<file path="src/rtl/cal_menu_pkg.sv">
// Constants, encodings and register map for the calibration menu controller
package cal_menu_pkg;

  // ----------------------------------------
  // Timing
  // ----------------------------------------
  localparam int CLK_MHZ = 250;
  localparam int HOLD_TIME_MS = 6000;
  localparam longint HOLD_CYCLES_L = longint'(HOLD_TIME_MS) * 1000 * CLK_MHZ;
  localparam int HOLD_CYCLES = int'(HOLD_CYCLES_L);
  localparam int DEBOUNCE_CUTOFF_HZ = 1000;

  // ----------------------------------------
  // APB register offsets
  // ----------------------------------------
  localparam logic [7:0] REG_STATUS = 8'h00;
  localparam logic [7:0] REG_KEYS = 8'h04;
  localparam logic [7:0] REG_VALUE = 8'h08;
  localparam logic [7:0] REG_ACTIVE0 = 8'h0C;
  localparam logic [7:0] REG_ACTIVE1 = 8'h10;
  localparam logic [7:0] REG_ACTIVE_DIV = 8'h14;
  localparam logic [7:0] REG_STORED0 = 8'h18;
  localparam logic [7:0] REG_STORED1 = 8'h1C;
  localparam logic [7:0] REG_STORED_DIV = 8'h20;

  // ----------------------------------------
  // Key bit positions
  // ----------------------------------------
  localparam int KEY_RATE = 0;
  localparam int KEY_TOTAL = 1;
  localparam int KEY_RESET = 2;
  localparam int KEY_DISPLAY = 3;

  // ----------------------------------------
  // Value limits and reset values
  // ----------------------------------------
  localparam int DIGITS = 6;
  localparam logic [3:0] DIGIT_MAX = 4'h9;
  localparam logic [2:0] RATE_DEC_MAX = 3'h5;
  localparam logic [1:0] TOT_DEC_MAX = 2'h3;
  localparam logic [1:0] INPUT_TYPES = 2'h3;
  localparam logic [1:0] TIMEBASES = 2'h3;
  localparam logic [4:0] FILTER_MIN = 5'h01;
  localparam logic [4:0] FILTER_MAX = 5'h14;
  localparam logic [1:0] PULSE_CHOICES = 2'h2;
  // Divisor held as BCD with four decimals: 0.0200 .. 2000.0000
  localparam logic [31:0] DIV_MIN = 32'h0000_0200;
  localparam logic [31:0] DIV_MAX = 32'h2000_0000;
  localparam logic [31:0] DIV_ONE = 32'h0001_0000;

  typedef enum logic [1:0] {TOP_SETUP, TOP_COMMS, TOP_TEST, TOP_EXIT} top_choice_e;
  typedef enum logic [3:0] {
    ST_TOP, ST_TOTCLR, ST_INPUT, ST_DEBOUNCE, ST_RDEC, ST_TBASE, ST_FILTER,
    ST_DIV, ST_TDEC, ST_ADEC, ST_PULSE, ST_ACCESS, ST_END
  } step_e;

endpackage : cal_menu_pkg

</file>
<file path="src/rtl/cal_menu_ctrl.sv">
// Calibration menu controller: entry, menu stepping, digit editing, commit
// Functional notes
// RQ1: Closed rear link enters calibration
// RQ2: Display-then-total held six seconds enters calibration
// RQ3: Two-key entry ignored when access disabled
// RQ4: Access setting: front allowed or forbidden
// RQ5: Rate key moves cursor to next digit
// RQ6: Total key increments digit or choice
// RQ7: Reset key zeroes flashing digit
// RQ8: Display key advances menu step
// RQ9: Title shown first, then flashing value
// RQ10: Key lamps lit only for useful keys
// RQ11: Four top choices, total cycles, display selects
// RQ12: Display at end choice exits calibration; code exits only while the rear link is open
// RQ13: Power loss discards session edits
// RQ14: Edits committed only on normal exit
// RQ15: Reset at total-clear clears both totals
// RQ16: Input type: pulse, coil, third sensor
// RQ17: Debounce on cuts above 1kHz
// RQ18: Rate decimals zero to five
// RQ19: Timebase second, minute, hour, day
// RQ20: Filter constant one to twenty
// RQ21: Total divisor 0.02 to 2000
// RQ22: Total decimals zero to three each
// RQ23: Pulse width choice, longest 100ms
//
// The APB interface to the registers and the register addresses were chosen for this implementation.
`timescale 1ns/1ps
module cal_menu_ctrl
  import cal_menu_pkg::*;
(
  // Clock and reset
  input wire logic CLK,
  input wire logic RESET,
  // APB slave
  input wire logic PSEL,
  input wire logic PENABLE,
  input wire logic PWRITE,
  input wire logic [7:0] PADDR,
  input wire logic [31:0] PWDATA,
  output logic [31:0] PRDATA,
  output logic PREADY,
  output logic PSLVERR,
  // Front panel and rear link
  input wire logic [3:0] KEYS,
  input wire logic CAL_LINK,
  output logic [3:0] KEY_LAMPS,
  output logic SHOW_VALUE,
  output logic FLASH,
  output logic [3:0] STEP,
  output logic [2:0] CURSOR,
  output logic [31:0] SHOW_DATA,
  // Mode and totals
  output logic CAL_MODE,
  output logic CLEAR_TOTALS,
  output logic DEBOUNCE_ON
);

  // ----------------------------------------
  // Parameter store
  // ----------------------------------------
  // Packed word 0: input type, debounce, rate decimals, timebase, filter
  // Packed word 1: resettable, accumulated decimals, pulse, access
  logic [1:0] input_type_step, nv_input;
  logic debounce_setting, nv_debounce;
  logic [2:0] rate_decimals, nv_rdec;
  logic [1:0] rate_timebase, nv_tbase;
  logic [4:0] filter_const, nv_filter;
  logic [31:0] total_unit_divisor, nv_div;
  logic [1:0] resettable_decimals, nv_tdec;
  logic [1:0] accumulated_decimals, nv_adec;
  logic [1:0] pulse_choice, nv_pulse;
  logic front_access, nv_access;

  logic in_cal;
  step_e step;
  top_choice_e top_choice;
  logic show_val;
  logic [2:0] cursor;
  logic [3:0] press;
  logic hold_done;
  logic link_q;
  logic total_clear_pulse;

  key_press_detect u_keys (
    .clk(CLK),
    .reset(RESET),
    .keys(KEYS),
    .hold_enable(front_access & ~in_cal), // [RQ3]
    .press(press),
    .hold_done(hold_done) // [RQ2]
  );

  // ----------------------------------------
  // Helpers
  // ----------------------------------------
  function automatic logic [31:0] bcd_inc(input logic [31:0] v, input logic [2:0] d);
    logic [3:0] nib;
    logic [31:0] r;
    nib = v[d*4 +: 4];
    r = v;
    r[d*4 +: 4] = (nib >= DIGIT_MAX) ? 4'h0 : nib + 4'h1;
    return r;
  endfunction : bcd_inc

  function automatic logic [31:0] bcd_zero(input logic [31:0] v, input logic [2:0] d);
    logic [31:0] r;
    r = v;
    r[d*4 +: 4] = 4'h0;
    return r;
  endfunction : bcd_zero

  function automatic logic [31:0] div_clamp(input logic [31:0] v);
    logic [31:0] r;
    r = v;
    if (v < DIV_MIN) r = DIV_MIN; // [RQ21]
    if (v > DIV_MAX) r = DIV_MAX; // [RQ21]
    return r;
  endfunction : div_clamp

  function automatic logic is_numeric(input step_e s);
    return (s == ST_DIV);
  endfunction : is_numeric

  function automatic logic is_editable(input step_e s);
    return !(s == ST_TOP || s == ST_END);
  endfunction : is_editable

  // ----------------------------------------
  // Entry and exit
  // ----------------------------------------
  always_ff @(posedge CLK) begin
    if (RESET) begin
      link_q <= 1'b0;
    end else begin
      link_q <= CAL_LINK;
    end
  end

  logic exit_now;
  assign exit_now = in_cal && press[KEY_DISPLAY] && show_val &&
                    ((step == ST_END) || (step == ST_TOP && top_choice == TOP_EXIT));

  always_ff @(posedge CLK) begin
    if (RESET) begin
      in_cal <= 1'b0;
    end else if (!in_cal) begin
      if (link_q || hold_done) begin // [RQ1] [RQ2]
        in_cal <= 1'b1;
      end
    end else if (exit_now && !CAL_LINK) begin // [RQ12]
      in_cal <= 1'b0;
    end
  end

  // ----------------------------------------
  // Menu stepping
  // ----------------------------------------
  always_ff @(posedge CLK) begin
    if (RESET || !in_cal) begin
      step <= ST_TOP;
      top_choice <= TOP_SETUP;
      show_val <= 1'b0;
      cursor <= 3'h0;
    end else if (press[KEY_DISPLAY]) begin
      cursor <= 3'h0;
      if (!show_val) begin
        show_val <= 1'b1; // [RQ9]
      end else begin
        show_val <= 1'b0; // [RQ8]
        case (step)
          ST_TOP: begin
            if (top_choice == TOP_SETUP) begin // [RQ11]
              step <= ST_TOTCLR;
            end else if (top_choice != TOP_EXIT) begin
              step <= ST_END;
            end
          end
          ST_ACCESS: step <= ST_END;
          ST_END: step <= ST_TOP;
          default: step <= step_e'(step + 4'h1);
        endcase
      end
    end else if (show_val && step == ST_TOP && press[KEY_TOTAL]) begin
      top_choice <= top_choice_e'(top_choice + 2'h1); // [RQ11]
    end else if (show_val && is_numeric(step) && press[KEY_RATE]) begin
      cursor <= (cursor == 3'(DIGITS + 1)) ? 3'h0 : cursor + 3'h1; // [RQ5]
    end
  end

  // ----------------------------------------
  // Working copy edits
  // ----------------------------------------
  logic ed_tot, ed_rst;
  assign ed_tot = in_cal && show_val && press[KEY_TOTAL]; // [RQ6]
  assign ed_rst = in_cal && show_val && press[KEY_RESET]; // [RQ7]

  always_ff @(posedge CLK) begin
    if (RESET || !in_cal) begin
      // Reload from store; power loss also lands here [RQ13]
      input_type_step <= nv_input;
      debounce_setting <= nv_debounce;
      rate_decimals <= nv_rdec;
      rate_timebase <= nv_tbase;
      filter_const <= nv_filter;
      total_unit_divisor <= nv_div;
      resettable_decimals <= nv_tdec;
      accumulated_decimals <= nv_adec;
      pulse_choice <= nv_pulse;
      front_access <= nv_access;
    end else if (ed_tot) begin
      case (step)
        ST_INPUT: input_type_step <= (input_type_step == INPUT_TYPES - 2'h1) ? 2'h0 :
                                     input_type_step + 2'h1; // [RQ16]
        ST_DEBOUNCE: debounce_setting <= ~debounce_setting; // [RQ17]
        ST_RDEC: rate_decimals <= (rate_decimals == RATE_DEC_MAX) ? 3'h0 :
                                  rate_decimals + 3'h1; // [RQ18]
        ST_TBASE: rate_timebase <= rate_timebase + 2'h1; // [RQ19]
        ST_FILTER: filter_const <= (filter_const == FILTER_MAX) ? FILTER_MIN :
                                   filter_const + 5'h01; // [RQ20]
        ST_DIV: total_unit_divisor <= div_clamp(bcd_inc(total_unit_divisor, cursor));
        ST_TDEC: resettable_decimals <= (resettable_decimals == TOT_DEC_MAX) ? 2'h0 :
                                        resettable_decimals + 2'h1; // [RQ22]
        ST_ADEC: accumulated_decimals <= (accumulated_decimals == TOT_DEC_MAX) ? 2'h0 :
                                         accumulated_decimals + 2'h1; // [RQ22]
        ST_PULSE: pulse_choice <= (pulse_choice == PULSE_CHOICES) ? 2'h0 :
                                  pulse_choice + 2'h1; // [RQ23]
        ST_ACCESS: front_access <= ~front_access; // [RQ4]
        default: ;
      endcase
    end else if (ed_rst && step == ST_DIV) begin
      total_unit_divisor <= div_clamp(bcd_zero(total_unit_divisor, cursor)); // [RQ7]
    end
  end

  // ----------------------------------------
  // Non-volatile store, committed on exit
  // ----------------------------------------
  always_ff @(posedge CLK) begin
    if (RESET) begin
      nv_input <= 2'h0;
      nv_debounce <= 1'b0;
      nv_rdec <= 3'h0;
      nv_tbase <= 2'h0;
      nv_filter <= FILTER_MIN;
      nv_div <= DIV_ONE;
      nv_tdec <= 2'h0;
      nv_adec <= 2'h0;
      nv_pulse <= 2'h0;
      nv_access <= 1'b1;
    end else if (exit_now && !CAL_LINK) begin // [RQ14]
      nv_input <= input_type_step;
      nv_debounce <= debounce_setting;
      nv_rdec <= rate_decimals;
      nv_tbase <= rate_timebase;
      nv_filter <= filter_const;
      nv_div <= total_unit_divisor;
      nv_tdec <= resettable_decimals;
      nv_adec <= accumulated_decimals;
      nv_pulse <= pulse_choice;
      nv_access <= front_access;
    end
  end

  // ----------------------------------------
  // Panel outputs
  // ----------------------------------------
  assign total_clear_pulse = ed_rst && step == ST_TOTCLR;

  logic [31:0] next_show;
  always_comb begin
    case (step)
      ST_TOP: next_show = {30'h0, top_choice};
      ST_INPUT: next_show = {30'h0, input_type_step};
      ST_DEBOUNCE: next_show = {31'h0, debounce_setting};
      ST_RDEC: next_show = {29'h0, rate_decimals};
      ST_TBASE: next_show = {30'h0, rate_timebase};
      ST_FILTER: next_show = {27'h0, filter_const};
      ST_DIV: next_show = total_unit_divisor;
      ST_TDEC: next_show = {30'h0, resettable_decimals};
      ST_ADEC: next_show = {30'h0, accumulated_decimals};
      ST_PULSE: next_show = {30'h0, pulse_choice};
      ST_ACCESS: next_show = {31'h0, front_access};
      default: next_show = 32'h0;
    endcase
  end

  always_ff @(posedge CLK) begin
    if (RESET) begin
      KEY_LAMPS <= 4'h0;
      SHOW_VALUE <= 1'b0;
      FLASH <= 1'b0;
      STEP <= 4'h0;
      CURSOR <= 3'h0;
      SHOW_DATA <= 32'h0;
      CAL_MODE <= 1'b0;
      CLEAR_TOTALS <= 1'b0;
      DEBOUNCE_ON <= 1'b0;
    end else begin
      SHOW_VALUE <= in_cal && show_val; // [RQ9]
      FLASH <= in_cal && show_val && is_editable(step); // [RQ9]
      KEY_LAMPS[KEY_DISPLAY] <= 1'b0; // [RQ10]
      KEY_LAMPS[KEY_TOTAL] <= in_cal && show_val && step != ST_TOTCLR &&
                              step != ST_END; // [RQ10]
      KEY_LAMPS[KEY_RATE] <= in_cal && show_val && is_numeric(step); // [RQ10]
      KEY_LAMPS[KEY_RESET] <= in_cal && show_val &&
                              (is_numeric(step) || step == ST_TOTCLR); // [RQ10]
      STEP <= step;
      CURSOR <= cursor;
      SHOW_DATA <= next_show;
      CAL_MODE <= in_cal;
      CLEAR_TOTALS <= total_clear_pulse; // [RQ15]
      DEBOUNCE_ON <= nv_debounce; // [RQ17]
    end
  end

  // ----------------------------------------
  // APB slave, zero wait, read only
  // ----------------------------------------
  logic [31:0] next_prdata;
  always_comb begin
    case (PADDR)
      REG_STATUS: next_prdata = {20'h0, cursor, show_val, step, 3'h0, in_cal};
      REG_KEYS: next_prdata = {28'h0, KEYS};
      REG_VALUE: next_prdata = next_show;
      REG_ACTIVE0: next_prdata = {19'h0, filter_const, rate_timebase, rate_decimals,
                                  debounce_setting, input_type_step};
      REG_ACTIVE1: next_prdata = {25'h0, front_access, pulse_choice,
                                  accumulated_decimals, resettable_decimals};
      REG_ACTIVE_DIV: next_prdata = total_unit_divisor;
      REG_STORED0: next_prdata = {19'h0, nv_filter, nv_tbase, nv_rdec, nv_debounce,
                                  nv_input};
      REG_STORED1: next_prdata = {25'h0, nv_access, nv_pulse, nv_adec, nv_tdec};
      REG_STORED_DIV: next_prdata = nv_div;
      default: next_prdata = 32'h0;
    endcase
  end

  always_ff @(posedge CLK) begin
    if (RESET) begin
      PRDATA <= 32'h0;
    end else if (PSEL && !PENABLE && !PWRITE) begin
      PRDATA <= next_prdata;
    end
  end

  assign PREADY = 1'b1;
  assign PSLVERR = PSEL && PENABLE && PWRITE;

endmodule : cal_menu_ctrl

</file>
<file path="src/rtl/key_press_detect.sv">
// Key press edge detector and two-key hold timer
`timescale 1ns/1ps
module key_press_detect
  import cal_menu_pkg::*;
(
  // Clock and reset
  input wire logic clk,
  input wire logic reset,
  // Keys
  input wire logic [3:0] keys,
  input wire logic hold_enable,
  // Results
  output logic [3:0] press,
  output logic hold_done
);

  logic [3:0] keys_q;
  logic [31:0] hold_cnt;
  logic armed;

  always_ff @(posedge clk) begin
    if (reset) begin
      keys_q <= 4'h0;
    end else begin
      keys_q <= keys;
    end
  end

  assign press = keys & ~keys_q;

  // Display must be down before total arrives
  always_ff @(posedge clk) begin
    if (reset) begin
      armed <= 1'b0;
    end else if (!keys[KEY_DISPLAY]) begin
      armed <= 1'b0;
    end else if (!keys_q[KEY_DISPLAY] || !keys[KEY_TOTAL]) begin
      armed <= !keys[KEY_TOTAL];
    end
  end

  always_ff @(posedge clk) begin
    if (reset) begin
      hold_cnt <= 32'h0;
      hold_done <= 1'b0;
    end else if (hold_enable && armed && keys[KEY_DISPLAY] && keys[KEY_TOTAL]) begin
      if (hold_cnt == 32'(HOLD_CYCLES - 1)) begin
        hold_done <= 1'b1;
      end else begin
        hold_cnt <= hold_cnt + 32'h1;
      end
    end else begin
      hold_cnt <= 32'h0;
      hold_done <= 1'b0;
    end
  end

endmodule : key_press_detect

</file>
<file path="config.mk">
export PLATFORM = sky130hd
export DESIGN_NAME = cal_menu_ctrl
export DESIGN_NICKNAME = d
export VERILOG_FILES = /design/src/rtl/cal_menu_pkg.sv /design/src/rtl/cal_menu_ctrl.sv /design/src/rtl/key_press_detect.sv
export SDC_FILE = /design/constraint.sdc
export NUM_CORES = 1
export LEC_CHECK = 0
export BUFFER_PORTS_ARGS = -buffer_cell sky130_fd_sc_hd__buf_2
export CAP_MARGIN = 0
export CORE_ASPECT_RATIO = 0.75
export CORE_MARGIN = 4
export CORE_UTILIZATION = 41
export DETAILED_ROUTE_END_ITERATION = 12
export MAX_ROUTING_LAYER = met4
export PLACE_DENSITY = 0.67
export SYNTH_ARGS = -nofsm -noshare
export SYNTH_HDL_FRONTEND = slang
export SYNTH_HIERARCHICAL = 1
export SYNTH_SLANG_ARGS = --single-unit
</file>
<file path="constraint.sdc">
create_clock -name CLK -period 4 [get_ports CLK]
set_input_delay 1 -clock CLK [delete_from_list [all_inputs] [get_ports CLK]]
set_output_delay 1 -clock CLK [all_outputs]
set_load 0.01 [all_outputs]
</file>
==> reports/metrics.csv, run 1 <==
stage,metric,value,unit
grt,Overflow after GRT,0,
grt,largest net degree at the start of global routing,70,
cells_and_area,Non-Filler Instances,1789,
die,Starting Density,42.1,%
min_path,Hold WC Path Type,reg -> reg,
clocking,Clock Path Buffers,3,
sta,final hold vios,0,
pwr,power density cells,386,mW/mm2
clocking,clk sinks,233,
sta,unrepaired setup endpoints after global routing,no,
die,FP Rows,52,
grt,vias in the first global route,9723,
detailed_routing,"wirelength, routed",35900,um
cells_and_area,Area Growth Syn to Fin,18.0,%
setup_path,crit path DAT,4.22,ns
die,IO Pins,132,
pwr,"IR drop worst, VDD",0.256,mV
yosys,Post-synth EDFFs,52,
yosys,ys async rst share,0,%
sta,Final Setup Violations,0,
pwr,Lkg Pwr,5.01,nW
clocking,post-CTS setup buffer count,0,
detailed_routing,WL/cell,20.1,um
sta,Min Hold Slack,0.465,ns
clocking,CTS tree,built,
grt,All-Layer GR Usage,23.1,%
die,die span in y,153,um
yosys,Synth Area per Inst,8.80,um2
detailed_routing,vias per inst,5.96,
yosys,Synth cell types,84,
cells_and_area,fraction of layout cells with a size suffix above 1,19.1,%
pwr,Psw,1.21,mW
pwr,Comb power frac,4.7,%
yosys,Ys Warns,6,
die,die area,0.0308,mm2
sta,Final Cycle Share,96.1,%
placement,GP Congestion,0.981,
sta,max_slew headroom,40.9,%
cells_and_area,final instance area,0.0135,mm2
yosys,Cells after Synth,1304,
clocking,worst skew pair latency,0.55,ns
grt,antenna violations before repair,1,
sta,Max Slew Vio Count,0,
sta,clk_skew,0.0182,ns
yosys,synthesized flop and latch total,233,
placement,cell count after placement,1740,
detailed_routing,drc violations,0,
detailed_routing,via count,10700,
placement,Detailed Place HPWL,25500,um
outcome,status,completed,
clocking,CTS root buf,clkbuf_16,
die,die width,201,um
pwr,Clock power frac,47.7,%
pwr,switching share of power,23.1,%
yosys,Synth Net Count,1376,
yosys,Post-Syn Area,0.0115,mm2
setup_path,Critical Path Start Type,flip-flop,
setup_path,Worst Setup End Kind,flip-flop,
pwr,cell internal pwr,4.02,mW
clocking,Clock transition at path regs,0.07,ns
sta,Max Fclk,260,MHz
detailed_routing,DR pass1 iterations,6,
yosys,"Top FF cell, synth",dfxtp_1,
cells_and_area,NumNets Final,1489,
die,total core area,0.0273,mm2
setup_path,critical path class,reg -> reg,
setup_path,critical path required time,4.37,ns
job,MaxCap Viol Count,0,
clocking,CTS Hold Buffers Added,0,
sta,minimum clock period after layout,3.85,ns
setup_path,maximum fanout along the worst path,8,
placement,"Cell Area, Placed",0.0126,mm2
detailed_routing,post-route ant nets,0,
detailed_routing,Starting DRT DRC Count,1223,
yosys,post-synthesis sequential area ratio,45.2,%
placement,# port buffers,97,
sta,worst slew pin tran,0.880,ns
pwr,power share of the sequential group,47.5,%
clocking,CTS Buf Count,26,
clocking,H-Tree Depth,1,
grt,first-pass GRT wire length,56300,um
==> flip-flops by register name (all words and copies together) (netlist names), 4 cells and up <==
register / cells
PRDATA: 32
SHOW_DATA: 32
nv_div: 32
total_unit_divisor: 32
u_keys/hold_cnt: 32
filter_const: 5
nv_filter: 5
STEP: 4
step: 4
u_keys/keys_q: 4
==> stage by stage <==
stage	util, %	total power [mW]	worst slack [ns]	TNS [ns]
detailed placement	46.4	2.77	-0.0133	-0.0137
CTS	49.7	5.27	0.146	0
finish	49.7	5.23	0.155	0
global route	49.7	5.38	0.00281	0
global placement	46.4	2.77	0.0532	0
floorplan	-	2.65	0.0598	0
==> cell families after synthesis <==
family / share of synthesized area (%)
XOR/XNOR: 0.840
AO/OA/AOI/OAI: 19.0
AND/OR/NAND/NOR: 24.4
flip-flops: 45.2
multiplexers: 3.77
buffers and inverters: 4.31
other: 0.0655
adder cells (fa/ha/maj): 2.40
==> cell type report <==
cell class | instances | area [um2]
sequential | 233 | 5190
antenna | 1 | 2.50
inverter | 25 | 93.8
multi-input combinational | 954 | 5820
clock buffer | 35 | 736
tap | 351 | 439
clock inverter | 13 | 160
fill | 2572 | 13700
timing repair buffer | 177 | 1100
==> Yosys cell counts, drive strengths merged (22+ instances only) <==
| cell type | instances | share of area (%) |
|---|---|---|
| a21oi | 118 | 5.1 |
| a22oi | 38 | 2.5 |
| and2 | 37 | 2.0 |
| clkbuf | 78 | 2.6 |
| dfxtp | 181 | 32 |
| edfxtp | 52 | 14 |
| ha | 22 | 2.4 |
| inv | 25 | 0.82 |
| nand2 | 234 | 7.7 |
| nand3 | 55 | 2.5 |
| nor2 | 109 | 3.6 |
| o211ai | 35 | 2.6 |
| o21ai | 28 | 1.2 |
| or4 | 23 | 1.5 |
==> routing by layer <==
layer	track usage, %	wire, um	up-vias
li1	-	-	4977
met1	35.5	17200	5187
met2	30.8	14400	470
met3	5.87	3810	32
met4	3.60	426	0
met5	-	0	-
==> path summary, 6_finish.rpt <==
path / startpoint / to / slack (ns) / cells past startpoint
max: cursor[0] / total_unit_divisor[3] / 0.15 / 12
min: nv_div[31] / nv_div[31] / 0.47 / 2
max reg2reg: cursor[0] / total_unit_divisor[3] / 0.15 / 12
min reg2reg: nv_div[31] / nv_div[31] / 0.47 / 2
==> critical path, cell delays in order, from the launching register on <==
cell and delay [ns]:
dfxtp_4 0.42, mux4_2 0.54, mux2i_2 0.30, inv_1 0.10, ha_1 0.23, o211ai_1 0.18
o21ai_1 0.19, or2_2 0.35, o41ai_2 0.47, and3_1 0.27, a21o_4 0.21, nand2_2 0.18
o211ai_1 0.22
==> repair_timing <==
action	in CTS	in global routing
gates resized for setup	1	1
gates cloned	0	0
setup endpoints to repair	14	27
==> placed cells by master, fill, tap and decap left out, drive strengths merged, types with 5 or more instances in the layout <==
cell type	netlist	final
and2	37	37
buf	14	177
nor2b	16	16
nor3	13	13
nand2	234	234
a221oi	8	8
a31oi	14	14
o31ai	21	21
a222oi	12	12
inv	25	27
clkinv	0	5
or4	23	23
nor4	10	10
nand3b	7	7
xnor2	7	7
clkbuf	78	35
nand4	21	21
o21ai	28	28
a21oi	118	118
nor2	109	109
mux4	12	12
nand3	55	55
edfxtp	52	52
a22o	7	7
ha	22	22
mux2i	12	12
a22oi	38	38
dfxtp	181	181
o211ai	35	35
or2	7	7
and3	8	8
or3	8	8
==> power groups by stage <==
stage | combinational, mW | sequential [mW] | clock [mW]
after floorplan | 0.135 | 2.52 | 0
after global placement | 0.238 | 2.53 | 0
after detailed placement | 0.240 | 2.53 | 0
after CTS | 0.241 | 2.48 | 2.54
after global routing | 0.265 | 2.49 | 2.63
final | 0.247 | 2.48 | 2.50
(Power assumes the default switching activity.)
==> run 2, diff against run 1 <==
--- a/config.mk
+++ b/config.mk
@@ -13,6 +13,7 @@
 export DETAILED_ROUTE_END_ITERATION = 12
 export MAX_ROUTING_LAYER = met4
 export PLACE_DENSITY = 0.67
+export RECOVER_POWER = 50
 export SYNTH_ARGS = -nofsm -noshare
 export SYNTH_HDL_FRONTEND = slang
 export SYNTH_HIERARCHICAL = 1
==> reports/metrics.csv, run 2 (same netlist as run 1, synthesis figures left out) <==
stage,metric,value,unit
outcome,status,finished with violations,
outcome,failing checks,"capacitance limit, slew limit",
sta,clk_skew,0.0205,ns
sta,Max Slew Vio Count,77,
clocking,post-CTS setup buffer count,0,
sta,unrepaired setup endpoints after global routing,no,
clocking,Clock Path Buffers,3,
setup_path,critical path class,reg -> reg,
cells_and_area,Area Growth Syn to Fin,17.0,%
detailed_routing,via count,10600,
detailed_routing,drc violations,0,
min_path,Hold WC Path Type,reg -> reg,
die,IO Pins,132,
placement,cell count after placement,1740,
placement,Detailed Place HPWL,25500,um
grt,vias in the first global route,9723,
detailed_routing,"wirelength, routed",35900,um
detailed_routing,WL/cell,20.1,um
clocking,Clock transition at path regs,0.07,ns
grt,largest net degree at the start of global routing,70,
setup_path,max incr delay on CP,0.54,ns
setup_path,crit-path cells,mux4_2 > mux2i_2 > inv_1 > ha_1 > o211ai_1 > o21ai_1 > or2_2 > o41ai_2 > and3_1 > a21o_4 > nand2_2 > o211ai_1,
detailed_routing,Starting DRT DRC Count,1334,
cells_and_area,"commonest non-fill, non-tap cells in the layout","nand2_1 (231), dfxtp_1 (180), a21oi_1 (118)",
sta,Min Hold Slack,0.467,ns
cells_and_area,# fillers,2616,
cells_and_area,"commonest non-fill, non-tap cell in the layout",nand2_1,
setup_path,most frequent CP cell,o211ai_1,
placement,Placement Setup Slack,-0.0133,ns
pwr,"IR drop worst, VDD",0.255,mV
clocking,H-Tree Depth,1,
die,total core area,0.0273,mm2
die,Starting Density,42.1,%
setup_path,CP max-delay cell,mux4_2,
die,die span in y,153,um
clocking,CTS root buf,clkbuf_16,
placement,"Cell Area, Placed",0.0126,mm2
sta,minimum clock period after layout,3.84,ns
detailed_routing,post-route ant nets,0,
setup_path,maximum fanout along the worst path,8,
die,die area,0.0308,mm2
sta,max_slew headroom,-23.1,%
pwr,power density cells,389,mW/mm2
sta,final hold vios,0,
cells_and_area,Non-Filler Instances,1789,
sta,worst slew pin tran,1.85,ns
clocking,worst skew pair latency,0.55,ns
sta,Final Cycle Share,96.1,%
cells_and_area,NumNets Final,1489,
setup_path,Worst Setup End Kind,flip-flop,
clocking,CTS Buf Count,26,
clocking,post_cts resized,1,
placement,GP Congestion,0.981,
setup_path,critical path required time,4.37,ns
grt,All-Layer GR Usage,23.1,%
placement,# port buffers,97,
detailed_routing,vias per inst,5.94,
cells_and_area,final instance area,0.0134,mm2
die,FP Rows,52,
setup_path,Worst R2R Path Depth,12,
clocking,clk sinks,233,
clocking,CTS Hold Buffers Added,0,
min_path,worst hold path depth,2,
grt,first-pass GRT wire length,56300,um
detailed_routing,DR pass1 iterations,7,
grt,Overflow after GRT,0,
sta,Max Fclk,260,MHz
job,MaxCap Viol Count,2,
setup_path,Critical Path Start Type,flip-flop,
clocking,CTS tree,built,
grt,antenna violations before repair,1,
setup_path,crit path DAT,4.22,ns
sta,setup ws final,0.156,ns
cells_and_area,fraction of layout cells with a size suffix above 1,13.2,%
sta,Final Setup Violations,0,
pwr,Lkg Pwr,4.65,nW
die,die width,201,um
[run 2: cell types whose count changed in the layout (fill, tap and decap cells not counted), moves of 2 or more]
| cell | before | now |
|---|---|---|
| and2_0 | 0 | 2 |
| and2_1 | 37 | 35 |
| buf_2 | 96 | 17 |
| buf_4 | 80 | 74 |
| clkbuf_1 | 5 | 88 |
[run 2: path summary, 6_finish.rpt]
check	start	to	slack, ns
setup / recovery	cursor[0]	total_unit_divisor[3]	0.16
hold / removal	nv_div[31]	nv_div[31]	0.47
setup reg to reg	cursor[0]	total_unit_divisor[3]	0.16
hold reg to reg	nv_div[31]	nv_div[31]	0.47
[run 2: power breakdown]
group | internal [mW] | switching [mW] | total (mW)
logic | 0.0898 | 0.155 | 0.244
registers | 2.44 | 0.0483 | 2.48
clock network | 1.49 | 1.01 | 2.50
total | 4.02 | 1.21 | 5.23
[run 2: cell type report]
type	instances	area, um2	share of cell area, %
Antenna cell	1	2.50	0.0186
Clock buffer	35	736	5.48
Clock inverter	13	160	1.19
Inverter	25	93.8	0.699
Multi-Input combinational cell	954	5820	43.4
Sequential cell	233	5190	38.6
Tap cell	351	439	3.27
Timing Repair Buffer	177	985	7.33
[run 2: layer usage]
layer / vias up / GRT usage [%] / part of all wire, %
li1: 4968 / - / -
met2: 482 / 30.8 / 40
met3: 35 / 5.87 / 11
met4: 0 / 3.60 / 1.2
met1: 5133 / 35.5 / 48
met5: - / - / 0
[run 2: worst max-delay path: cells and delay by family, from the launching register on]
| kind | cells | cell delay (ns) |
|---|---|---|
| simple gates | 3 | 0.79 |
| mux | 2 | 0.84 |
| compound gates | 5 | 1.27 |
| fa+ha+maj | 1 | 0.23 |
| flops | 1 | 0.42 |
| buf+inv | 1 | 0.10 |
[run 2: stage by stage]
step | util (%) | total power, mW | TNS [ns]
floorplan | - | 2.65 | 0
global route | 49.2 | 5.38 | 0
global placement | 46.4 | 2.77 | 0
detailed placement | 46.4 | 2.77 | -0.0137
finish | 49.2 | 5.23 | 0
CTS | 49.7 | 5.27 | 0
